==> config.mk <==
export PLATFORM = sky130hd
export DESIGN_NAME = pwr_seq
export DESIGN_NICKNAME = d
export VERILOG_FILES = /design/src/pwr_seq_pkg.sv /design/src/pwr_seq.sv /design/src/wake_counter.sv
export VERILOG_INCLUDE_DIRS = /design/src
export SDC_FILE = /design/constraint.sdc
export NUM_CORES = 1
export LEC_CHECK = 0
export BUFFER_PORTS_ARGS = -buffer_cell sky130_fd_sc_hd__buf_4
export CORE_ASPECT_RATIO = 0.7
export CORE_MARGIN = 2
export CORE_UTILIZATION = 46
export CTS_CLUSTER_SIZE = 20
export DETAILED_ROUTE_END_ITERATION = 6
export GPL_ROUTABILITY_DRIVEN = 0
export PLACE_DENSITY_LB_ADDON = 0.12
export RECOVER_POWER = 50
export SYNTH_ARGS = -nofsm -noshare
export SYNTH_HDL_FRONTEND = slang
export SYNTH_HIERARCHICAL = 1
export SYNTH_SLANG_ARGS = --single-unit
==> constraint.sdc <==
create_clock -name clk -period 4.1 [get_ports clk]
set_input_delay 0.41 -clock clk [delete_from_list [all_inputs] [get_ports clk]]
set_output_delay 0.41 -clock clk [all_outputs]
set_load 0.02 [all_outputs]
==> src/pwr_seq_regs.svh <==
// Constants for the power mode and reset sequencer.
`ifndef PWR_SEQ_REGS_SVH
`define PWR_SEQ_REGS_SVH
`define CLK_FREQ_MHZ 20
`define OSC_START_US 60
`define OSC_START_CYC ((`OSC_START_US * `CLK_FREQ_MHZ))
`define POST_OSC_CYC 4
`define FLASH_WAKE_US 100
`define FLASH_WAKE_CYC ((`FLASH_WAKE_US * `CLK_FREQ_MHZ))
`define RESET_HOLD_CYC 16
`define BOOT_VECTOR_ADDR 32'h0000_0000
`define CNT_W 12
`endif

==> src/pwr_seq_pkg.sv <==
// Types for the power mode and reset sequencer.
package pwr_seq_pkg;
   typedef enum {st_run, st_sleep, st_pd, st_osc, st_resume,
      st_dpd, st_rst} pwr_state_t;
   typedef struct packed {
      logic pin_rst;
      logic wdt_rst;
      logic por_rst;
      logic bod_rst;
   } rst_src_t;
   typedef struct packed {
      logic stop_osc;
      logic flash_off;
      logic pll_off;
      logic div_clear;
      logic core_reg_off;
   } pwr_ctl_t;
endpackage : pwr_seq_pkg

==> src/pwr_seq.sv <==
// Power mode, wake-up and reset sequencer.
`timescale 1ns/1ps
`include "pwr_seq_regs.svh"
module pwr_seq
   import pwr_seq_pkg::*;
(
   input wire logic clk,
   input wire logic arst_n,
   input wire logic ce,
   input rst_src_t rst_src,
   input wire logic bod_warn,
   input wire logic bod_irq_en,
   input wire logic osc_running,
   input wire logic flash_init_done,
   input wire logic sleep_req,
   input wire logic pd_req,
   input wire logic dpd_req,
   input wire logic rtc_alarm,
   input wire logic [3:0] ext_irq,
   input wire logic [3:0] ext_wake_en,
   input wire logic other_irq,
   input wire logic vbat_good,
   output pwr_ctl_t pwr_ctl,
   output logic core_rst_n,
   output logic cpu_run,
   output logic flash_access_ok,
   output logic [31:0] fetch_addr,
   output logic brownout_irq,
   output logic brownout_status,
   output logic rtc_alarm_out,
   output logic batt_ram_keep
);
   // ***********************************************
   // Input synchronisers
   // ***********************************************
   logic [3:0] src_m_reg, src_s_reg;
   logic [3:0] ev_m_reg, ev_s_reg;
   logic [1:0] st_m_reg, st_s_reg;
   logic [3:0] ext_m_reg, ext_s_reg;
   // Pins and analog flags pass two flops before use.
   always_ff @(posedge clk or negedge arst_n) begin
      if (!arst_n) begin
         src_m_reg <= 4'hF;
         src_s_reg <= 4'hF;
         ev_m_reg <= 4'h0;
         ev_s_reg <= 4'h0;
         st_m_reg <= 2'h0;
         st_s_reg <= 2'h0;
         ext_m_reg <= 4'h0;
         ext_s_reg <= 4'h0;
      end else if (ce) begin
         src_m_reg <= rst_src;
         src_s_reg <= src_m_reg;
         ev_m_reg <= {bod_warn, rtc_alarm, other_irq, vbat_good};
         ev_s_reg <= ev_m_reg;
         st_m_reg <= {osc_running, flash_init_done};
         st_s_reg <= st_m_reg;
         ext_m_reg <= ext_irq;
         ext_s_reg <= ext_m_reg;
      end
   end
   wire bod_warn_s = ev_s_reg[3];
   wire rtc_alarm_s = ev_s_reg[2];
   wire other_irq_s = ev_s_reg[1];
   wire vbat_good_s = ev_s_reg[0];
   wire osc_ok_s = st_s_reg[1];
   wire flash_ok_s = st_s_reg[0];
   wire pin_rst_s = src_s_reg[3];
   // Any source, including second-stage brownout, requests reset.
   // Power-on after a supply loss restarts through the same path.
   wire any_rst = |src_s_reg;
   wire ext_wake = |(ext_s_reg & ext_wake_en);

   // ***********************************************
   // Sequencer
   // ***********************************************
   pwr_state_t state_reg, state_next;
   logic osc_load, post_load, fl_load, hold_load;
   logic osc_done, post_done, fl_done, hold_done;
   logic flash_ok_reg, flash_ok_next;
   // Next-state selection for modes and wake-up.
   always_comb begin
      state_next = state_reg;
      osc_load = 1'b0;
      post_load = 1'b0;
      fl_load = 1'b0;
      hold_load = 1'b0;
      flash_ok_next = flash_ok_reg && !fl_load;
      case (state_reg)
         st_run: begin
            if (dpd_req) begin
               state_next = st_dpd;
            end else if (pd_req) begin
               state_next = st_pd;
            end else if (sleep_req) begin
               state_next = st_sleep;
            end
         end
         st_sleep: begin
            if (other_irq_s || ext_wake) begin
               state_next = st_resume;
               post_load = 1'b1;
            end
         end
         st_pd: begin
            if (ext_wake || rtc_alarm_s) begin
               state_next = st_osc;
               osc_load = 1'b1;
               fl_load = 1'b1;
            end
         end
         st_osc: begin
            if (osc_done) begin
               state_next = st_resume;
               post_load = 1'b1;
            end
         end
         st_resume: begin
            if (post_done) begin
               state_next = st_run;
            end
         end
         st_dpd: begin
            // Only the alarm or a reset source (pin, watchdog, power-on, brownout) can leave here.
            if (rtc_alarm_s) begin
               state_next = st_rst;
               hold_load = 1'b1;
            end
         end
         st_rst: begin
            if (!pin_rst_s && osc_ok_s && hold_done && flash_ok_s) begin
               state_next = st_run;
            end
         end
         default: begin
            state_next = st_rst;
         end
      endcase
      if (fl_load) begin
         flash_ok_next = 1'b0;
      end else if (fl_done) begin
         flash_ok_next = 1'b1;
      end
      if (any_rst) begin
         state_next = st_rst;
         hold_load = 1'b1;
         flash_ok_next = 1'b1;
      end
   end
   // State and flash gate registers.
   always_ff @(posedge clk or negedge arst_n) begin
      if (!arst_n) begin
         state_reg <= st_rst;
         flash_ok_reg <= 1'b1;
      end else if (ce) begin
         state_reg <= state_next;
         flash_ok_reg <= flash_ok_next;
      end
   end

   // ***********************************************
   // Timers
   // ***********************************************
   wake_counter u_osc (
      .clk(clk), .arst_n(arst_n), .ce(ce), .load(osc_load),
      .count(12'(`OSC_START_CYC)), .done(osc_done));
   wake_counter u_post (
      .clk(clk), .arst_n(arst_n), .ce(ce), .load(post_load),
      .count(12'(`POST_OSC_CYC)), .done(post_done));
   wake_counter u_flash (
      .clk(clk), .arst_n(arst_n), .ce(ce), .load(fl_load),
      .count(12'(`FLASH_WAKE_CYC)), .done(fl_done));
   wake_counter u_hold (
      .clk(clk), .arst_n(arst_n), .ce(ce), .load(hold_load),
      .count(12'(`RESET_HOLD_CYC)), .done(hold_done));

   // ***********************************************
   // Outputs
   // ***********************************************
   wire low_pwr = (state_reg == st_sleep) || (state_reg == st_pd) ||
      (state_reg == st_osc) || (state_reg == st_dpd);
   wire deep = (state_reg == st_pd) || (state_reg == st_osc) ||
      (state_reg == st_dpd);
   logic [1:0] out_reg;
   // Registered status flags and reset release.
   always_ff @(posedge clk or negedge arst_n) begin
      if (!arst_n) begin
         out_reg <= 2'h0;
      end else if (ce) begin
         out_reg <= {bod_warn_s, (state_next != st_rst)};
      end
   end
   assign core_rst_n = out_reg[0];
   assign brownout_status = out_reg[1];
   assign brownout_irq = out_reg[1] && bod_irq_en;
   assign pwr_ctl.pll_off = low_pwr;
   assign pwr_ctl.div_clear = low_pwr;
   assign pwr_ctl.stop_osc = deep && (state_reg != st_osc);
   assign pwr_ctl.flash_off = deep;
   assign pwr_ctl.core_reg_off = (state_reg == st_dpd);
   assign cpu_run = (state_reg == st_run) && core_rst_n;
   assign flash_access_ok = flash_ok_reg && !deep;
   assign fetch_addr = `BOOT_VECTOR_ADDR;
   assign rtc_alarm_out = rtc_alarm_s && pwr_ctl.core_reg_off;
   assign batt_ram_keep = vbat_good_s;

   // ***********************************************
   // Checks
   // ***********************************************
   a_reset_holds: assert property (@(posedge clk) disable iff (!arst_n)
      ce && any_rst |=> !core_rst_n)
      else $error("reset released while a source is active");
   a_flash_block: assert property (@(posedge clk) disable iff (!arst_n)
      ce && fl_load && !any_rst |=> !flash_access_ok)
      else $error("flash open during wake");
   a_pll_off: assert property (@(posedge clk) disable iff (!arst_n)
      state_reg == st_sleep |-> pwr_ctl.pll_off && pwr_ctl.div_clear)
      else $error("pll not off in sleep");
   a_pd_stop: assert property (@(posedge clk) disable iff (!arst_n)
      state_reg == st_pd |-> pwr_ctl.stop_osc && pwr_ctl.flash_off)
      else $error("power-down left osc or flash on");
   a_osc_wait: assert property (@(posedge clk) disable iff (!arst_n)
      ce && osc_load && !any_rst |=> state_reg == st_osc)
      else $error("no oscillator wait");
   a_dpd_wake: assert property (@(posedge clk) disable iff (!arst_n)
      state_reg == st_dpd && !rtc_alarm_s && !any_rst && ce
      |=> state_reg == st_dpd)
      else $error("deep power-down left without cause");
   a_bod_irq: assert property (@(posedge clk) disable iff (!arst_n)
      brownout_irq |-> brownout_status)
      else $error("irq without status");
   a_fetch_zero: assert property (@(posedge clk) disable iff (!arst_n)
      $rose(core_rst_n) |-> fetch_addr == 32'h0000_0000)
      else $error("bad reset vector");
endmodule : pwr_seq

==> src/wake_counter.sv <==
// Loadable down counter that signals expiry.
`timescale 1ns/1ps
module wake_counter
   import pwr_seq_pkg::*;
(
   input wire logic clk,
   input wire logic arst_n,
   input wire logic ce,
   input wire logic load,
   input wire logic [11:0] count,
   output logic done
);
   logic [11:0] cnt_reg;
   logic run_reg;
   // Counts down after a load and flags zero.
   always_ff @(posedge clk or negedge arst_n) begin
      if (!arst_n) begin
         cnt_reg <= 12'h000;
         run_reg <= 1'b0;
      end else if (ce) begin
         if (load) begin
            cnt_reg <= count;
            run_reg <= 1'b1;
         end else if (cnt_reg != 12'h000) begin
            cnt_reg <= cnt_reg - 12'h001;
         end
      end
   end
   assign done = run_reg && (cnt_reg == 12'h000) && !load;
endmodule : wake_counter

* Word level (Yosys, flattened, before mapping) *
Cells that the tools add are included.

word-level totals
  register bits = 114
  input port bits = 25
  output and inout bits = 44
  word-level logic and storage cells = 118

cells by class
  add/subtract/negate cells = 4
  equal/unequal tests = 12
  muxes and demuxes = 30
  bitwise operators = 1
  reduce and logical (&&, ||, !) cells = 53

operator list
  cell                                                                      count
  32-bit 2-to-1 mux                                                         10
  32-bit one-hot mux with 7 select lines                                    1
  32-bit by 3-bit == test with 1-bit output, second input constant          5
  32-bit by 2-bit == test with 1-bit output, second input constant          3
  12-bit 2-to-1 mux                                                         8
  32-bit logical NOT                                                        2
  12-bit logical NOT                                                        4
  12-bit nonzero test                                                       4
  12-bit by 1-bit subtractor with 12-bit output, second input constant      4
  32-bit by 1-bit == test with 1-bit output, second input constant          1
  32-bit by 4-bit == test with 1-bit output, second input constant          1
  32-bit by 3-bit inequality test with 1-bit output, second input constant  1
  32-bit by 4-bit inequality test with 1-bit output, second input constant  1
  1-bit logical AND                                                         16
  2-bit AND reduction                                                       8
  1-bit 2-to-1 mux                                                          10
  2-bit nonzero test                                                        4
  4-bit OR reduction                                                        2
  1-bit logical OR                                                          7
  1-bit logical NOT                                                         5
  4-bit bitwise AND                                                         1
  3-bit nonzero test                                                        1
  1-bit one-hot mux with 2 select lines                                     1

* Depth between registers and ports, before layout *
  depth after elaboration = 15
  gate-level depth with buffers = 20
  gate-level depth less buffers = 15

* Modules after synthesis *
Netlist, hierarchy kept.

by module, submodules not included
  module        times used  cells an instance  area an instance (µm²)
  wake_counter  4           94                 844.6
  pwr_seq       1           249                2,966.6

* Worst setup path after synthesis *
No wires, ideal clock.

  path type = flip-flop to flip-flop
  from = register state_reg[7]
  to = register state_reg[2]
  setup time = 0.077 ns
  arrival = 3.649 ns
  data required time = 4.023 ns
  slack = 0.374 ns
  stages on the path, launching flop included = 21
  clock period less this slack = 3.726 ns
  path through = dfrtp_1 > nor4_1 > nand4_1 > or2_1 > buf_6 > nor2_1 > clkbuf_1 > clkbuf_1 > nor4_1 > and2_1 > nand2b_1 > nor4b_2 > clkbuf_1 > clkbuf_1 > nor4_1 > and2_1 > nor2_1 > a21o_1 > nand3_1 > o2111ai_2 > o21a_1

between the ends
  word-level cells in the longest chain between the ends = 11
  elaborated cells between the ends (all ways) = 25

RTL lines
  what                                       line                source
  start: declaration                         pwr_seq.sv:77       pwr_state_t state_reg, state_next;
  start signal: assignment                   pwr_seq.sv:153      state_reg <= st_rst;
  start signal: assignment                   pwr_seq.sv:156      state_reg <= state_next;
  32-bit by 2-bit == test with 1-bit output  --
  1-bit 2-to-1 mux                           --
  net fl_load                                pwr_seq.sv:78       logic osc_load, post_load, fl_load, hold_load;
  1-bit logical NOT                          wake_counter.sv:29  assign done = run_reg && (cnt_reg == 12'h000) && !load;
  1-bit logical AND                          wake_counter.sv:29
  net osc_done                               pwr_seq.sv:79       logic osc_done, post_done, fl_done, hold_done;
  1-bit 2-to-1 mux                           pwr_seq.sv:113      if (osc_done) begin
  1-bit one-hot mux with 2 select lines      pwr_seq.sv:89       case (state_reg)
  net post_load                              pwr_seq.sv:78
  1-bit logical NOT                          wake_counter.sv:29
  1-bit logical AND                          wake_counter.sv:29
  net post_done                              pwr_seq.sv:79
  32-bit 2-to-1 mux                          pwr_seq.sv:119      if (post_done) begin
  32-bit one-hot mux with 7 select lines     pwr_seq.sv:89
  32-bit 2-to-1 mux                          pwr_seq.sv:144      if (any_rst) begin

The timed path passes the listed nets, and every way through them passes these cells.
A chain may end at the register's enable or synchronous reset.

* Worst setup path in the final report *
  from = register state_reg[4]
  to = register state_reg[2]

Same word-level chain as after synthesis.

==> reports/qor.csv <==
stage,metric,value,unit
layout,diodes,0,
grt,antenna_found_initial,0,
logic_synthesis,syn_inst,625,
grt,grt_overflow,0,
place,placed_cells,857,
cts,cts-buffers-inserted,17,
layout,largest_reg_flops,32,
routing,dr_total_vias,4668,
job,cap_violations,2,
cts,cts_root_buf,clkbuf_16,
timing,setup_violations,0,
cts,cts_resized,0,
die,core_region_area,0.0133,mm2
die,start_util,47.7,%
timing,grt_setup_unrepaired,false,
die,die-area,0.0148,mm2
setup_path,crit_required,4440,ps
cts,clk_latency,420,ps
setup_path,crit_type,register to register,
cts,cts_max_level,4,
timing,finalMaxSlewViolations,118,
setup_path,crit_top_cell,nor4_1,
routing,drtPass1Iterations,4,
setup_path,cp_cell_sequence,"nor4_1, nand4_1, or2_1, nor2_4, nor4_1, and2_1, nand2b_1, nor4b_4, buf_4, nor4_1, and2_1, nor2_1, a21o_1, nand3_1, o2111ai_2, o21a_1",
place,dp_hpwl,8.71,mm
setup_path,cp-start-kind,register,
setup_path,critPathBufInv,1,
timing,clock_skew,8.17,ps
pwr,leakagePower,3.14,nW
grt,grt_pass1_wl,21.9,mm
grt,grt_use_total,19.0,%
pwr,power_density,534,mW/mm2
cts,cts_tree,yes,
cts,clock_tree.buffer_depth,2,
logic_synthesis,synth.distinct_cells,61,
logic_synthesis,synth_edf_count,0,
layout,instances_no_fill,889,
timing,period_needed,3460,ps
setup_path,crit_slowest_cell,or2_1,
grt,grt_max_degree,81,
cts,cts.sinks,115,
routing,wl,13.2,mm
logic_synthesis,ys_seq_area_share,45.6,%
layout,nets,724,
logic_synthesis,netlist_area,0.00634,mm2
outcome,status,finished with violations,
die,die_w,144,um
hold_path,hold_class,input pin to register,
die,rows,35,
pwr,max-vdd-ir-drop,0.319,mV
timing,slew_headroom,-49.0,%
logic_synthesis,synth_ff_type,dfrtp_1,
die,die_h,102,um
timing,hold_viol,0,
logic_synthesis,async_flop_share,100,%
routing,via_per_inst,5.25,
routing,drc,0,
routing,detail-route-antenna-nets,0,
setup_path,crit_family,simple AND/OR/NAND/NOR gates,
routing,wl_per_cell,14.8,um
layout,final_layout_size_suffix_gt1_share,21.9,%
cts,clk_pin_slew_worst_paths,60,ps
timing,tightest_slew,2230,ps
place,placement.io_buffers,36,
outcome,violations,"max-capacitance violations, max-slew violations",
timing,min_period_over_period,84.4,%
logic_synthesis,synth_seq_cells,115,
timing,fmax,0.289,GHz
logic_synthesis,synth_warnings,6,
routing,drt-initial-drc-count,347,
setup_path,path_max_fanout,22,
cts,post_cts_buffers,0,
timing,fin_tns_setup,0,ps
logic_synthesis,avgSynthCellArea,10.2,um2
setup_path,cp_slowest_stage_delay,480,ps
die,num_io_pins,69,
grt,grt_pass1_vias,4432,
setup_path,arrival,3800,ps
setup_path,end_kind,register,
layout,syn_to_final_growth,16.0,%
cts,postCtsHoldBufs,0,
synth_stat cells (2+ instances only):
library cell / n / share of area (%)
dfrtp_1: 104 / 41
nor2_1: 43 / 2.5
a21oi_1: 41 / 3.2
o21ai_0: 39 / 3.1
buf_4: 35 / 4.1
nor2b_1: 31 / 3.1
nor3_1: 30 / 2.4
mux2_2: 28 / 5.0
nor4_1: 27 / 2.7
clkbuf_1: 24 / 1.4
o2bb2ai_1: 24 / 3.3
nand2_1: 22 / 1.3
inv_1: 19 / 1.1
a22oi_1: 12 / 1.4
dfstp_2: 11 / 4.6
buf_6: 9 / 1.6
a211oi_1: 8 / 0.95
ha_1: 8 / 1.6
or4_1: 8 / 0.95
a211oi_2: 5 / 0.99
a21o_1: 5 / 0.59
and2_1: 5 / 0.49
buf_2: 5 / 0.39
mux2i_1: 4 / 0.63
nand2b_1: 4 / 0.39
nor3b_1: 4 / 0.47
o21ai_2: 4 / 0.55
o22ai_1: 4 / 0.39
o41a_2: 4 / 0.79
o41ai_4: 4 / 1.7
or3_1: 4 / 0.39
or3_2: 4 / 0.47
or3b_2: 4 / 0.55
or4b_2: 4 / 0.63
buf_1: 3 / 0.18
nand3_1: 3 / 0.24
nor4_2: 3 / 0.59
o21a_1: 3 / 0.35
a31oi_1: 2 / 0.20
conb_1: 2 / 0.12
o21ai_1: 2 / 0.16
per-stage QoR:
stage | worst slack, ps | total power, W | hold slack [ps] | instance area [um2] | util (%)
floorplan | 374 | 0.00217 | 114 | 6640 | -
global placement | 772 | 0.00229 | 430 | 6730 | 50.6
detailed placement | 664 | 0.00233 | 437 | 6730 | 50.6
CTS | 645 | 0.00396 | 199 | 7370 | 55.4
global route | 374 | 0.00415 | 210 | 7360 | 55.3
finish | 640 | 0.00393 | 223 | 7360 | 55.3
worst reg2reg max path: stages, from the launching register on:
cell and delay [ps]:
dfrtp_1 370, nor4_1 370, nand4_1 180, or2_1 480
nor2_4 190, nor4_1 60, and2_1 190, nand2b_1 170
nor4b_4 150, buf_4 240, nor4_1 250, and2_1 150
nor2_1 50, a21o_1 170, nand3_1 90, o2111ai_2 130
o21a_1 140
final timing paths:
kind                            depth (start not counted)          start  slack (ps)                 to
worst max register to register                         16   state_reg[4]         640       state_reg[2]
worst min register to register                          1  u_osc/run_reg         440      u_osc/run_reg
worst min-delay path                                    2      rtc_alarm         220        ev_m_reg[2]
min in group asynchronous                               1         arst_n         530   u_osc/cnt_reg[0]
worst max-delay path                                   16   state_reg[4]         640       state_reg[2]
max in group asynchronous                               2         arst_n        1780  u_post/cnt_reg[4]
cells in the final DEF, fill, tap and decap left out, types with 5 or more instances in the layout:
cell type    n
nor2_1      42
a21oi_1     41
o2bb2ai_1   24
nor2b_1     31
inv_1       19
mux2_2      28
a211oi_2     5
o21ai_0     39
conb_1      80
clkbuf_16   17
nor4_1      27
nor3_1      30
or4_1        8
buf_4       41
and2_1       5
dfstp_2     11
ha_1         8
a22oi_1     12
a21o_1       5
nand2_1     22
a211oi_1     8
dfrtp_1    104
cells by family after synthesis:
family,after synthesis,share of synthesized area (%)
AOI/OAI and AO/OA,168,19.9
adders and majority gates,8,1.58
buffers and inverters,95,8.85
DFF,115,45.6
muxes,32,5.60
other,2,0.118
and+or+nand+nor,205,18.3
final cells by class:
| class | instances | area, um2 |
|---|---|---|
| Clock buffer | 18 | 439 |
| Clock inverter | 14 | 203 |
| Fill cell | 1193 | 5950 |
| Inverter | 19 | 71.3 |
| Multi-Input combinational cell | 493 | 3200 |
| Sequential cell | 115 | 2890 |
| Tap cell | 185 | 231 |
| Timing Repair Buffer | 45 | 324 |
layer usage:
layer / track usage, % / part of all wire (%)
met2: 28.0 / 44
met5: 0 / 0
met3: 4.64 / 3.8
met1: 27.7 / 51
met4: 6.27 / 0.99
report_power, final:
| part | total, W | internal, W | switching, W |
|---|---|---|---|
| Combinational | 0.000761 | 0.000319 | 0.000442 |
| Sequential | 0.00156 | 0.00135 | 0.000203 |
| Clock | 0.00161 | 0.00104 | 0.000568 |
Note: power is estimated with default switching activity, not from simulation.
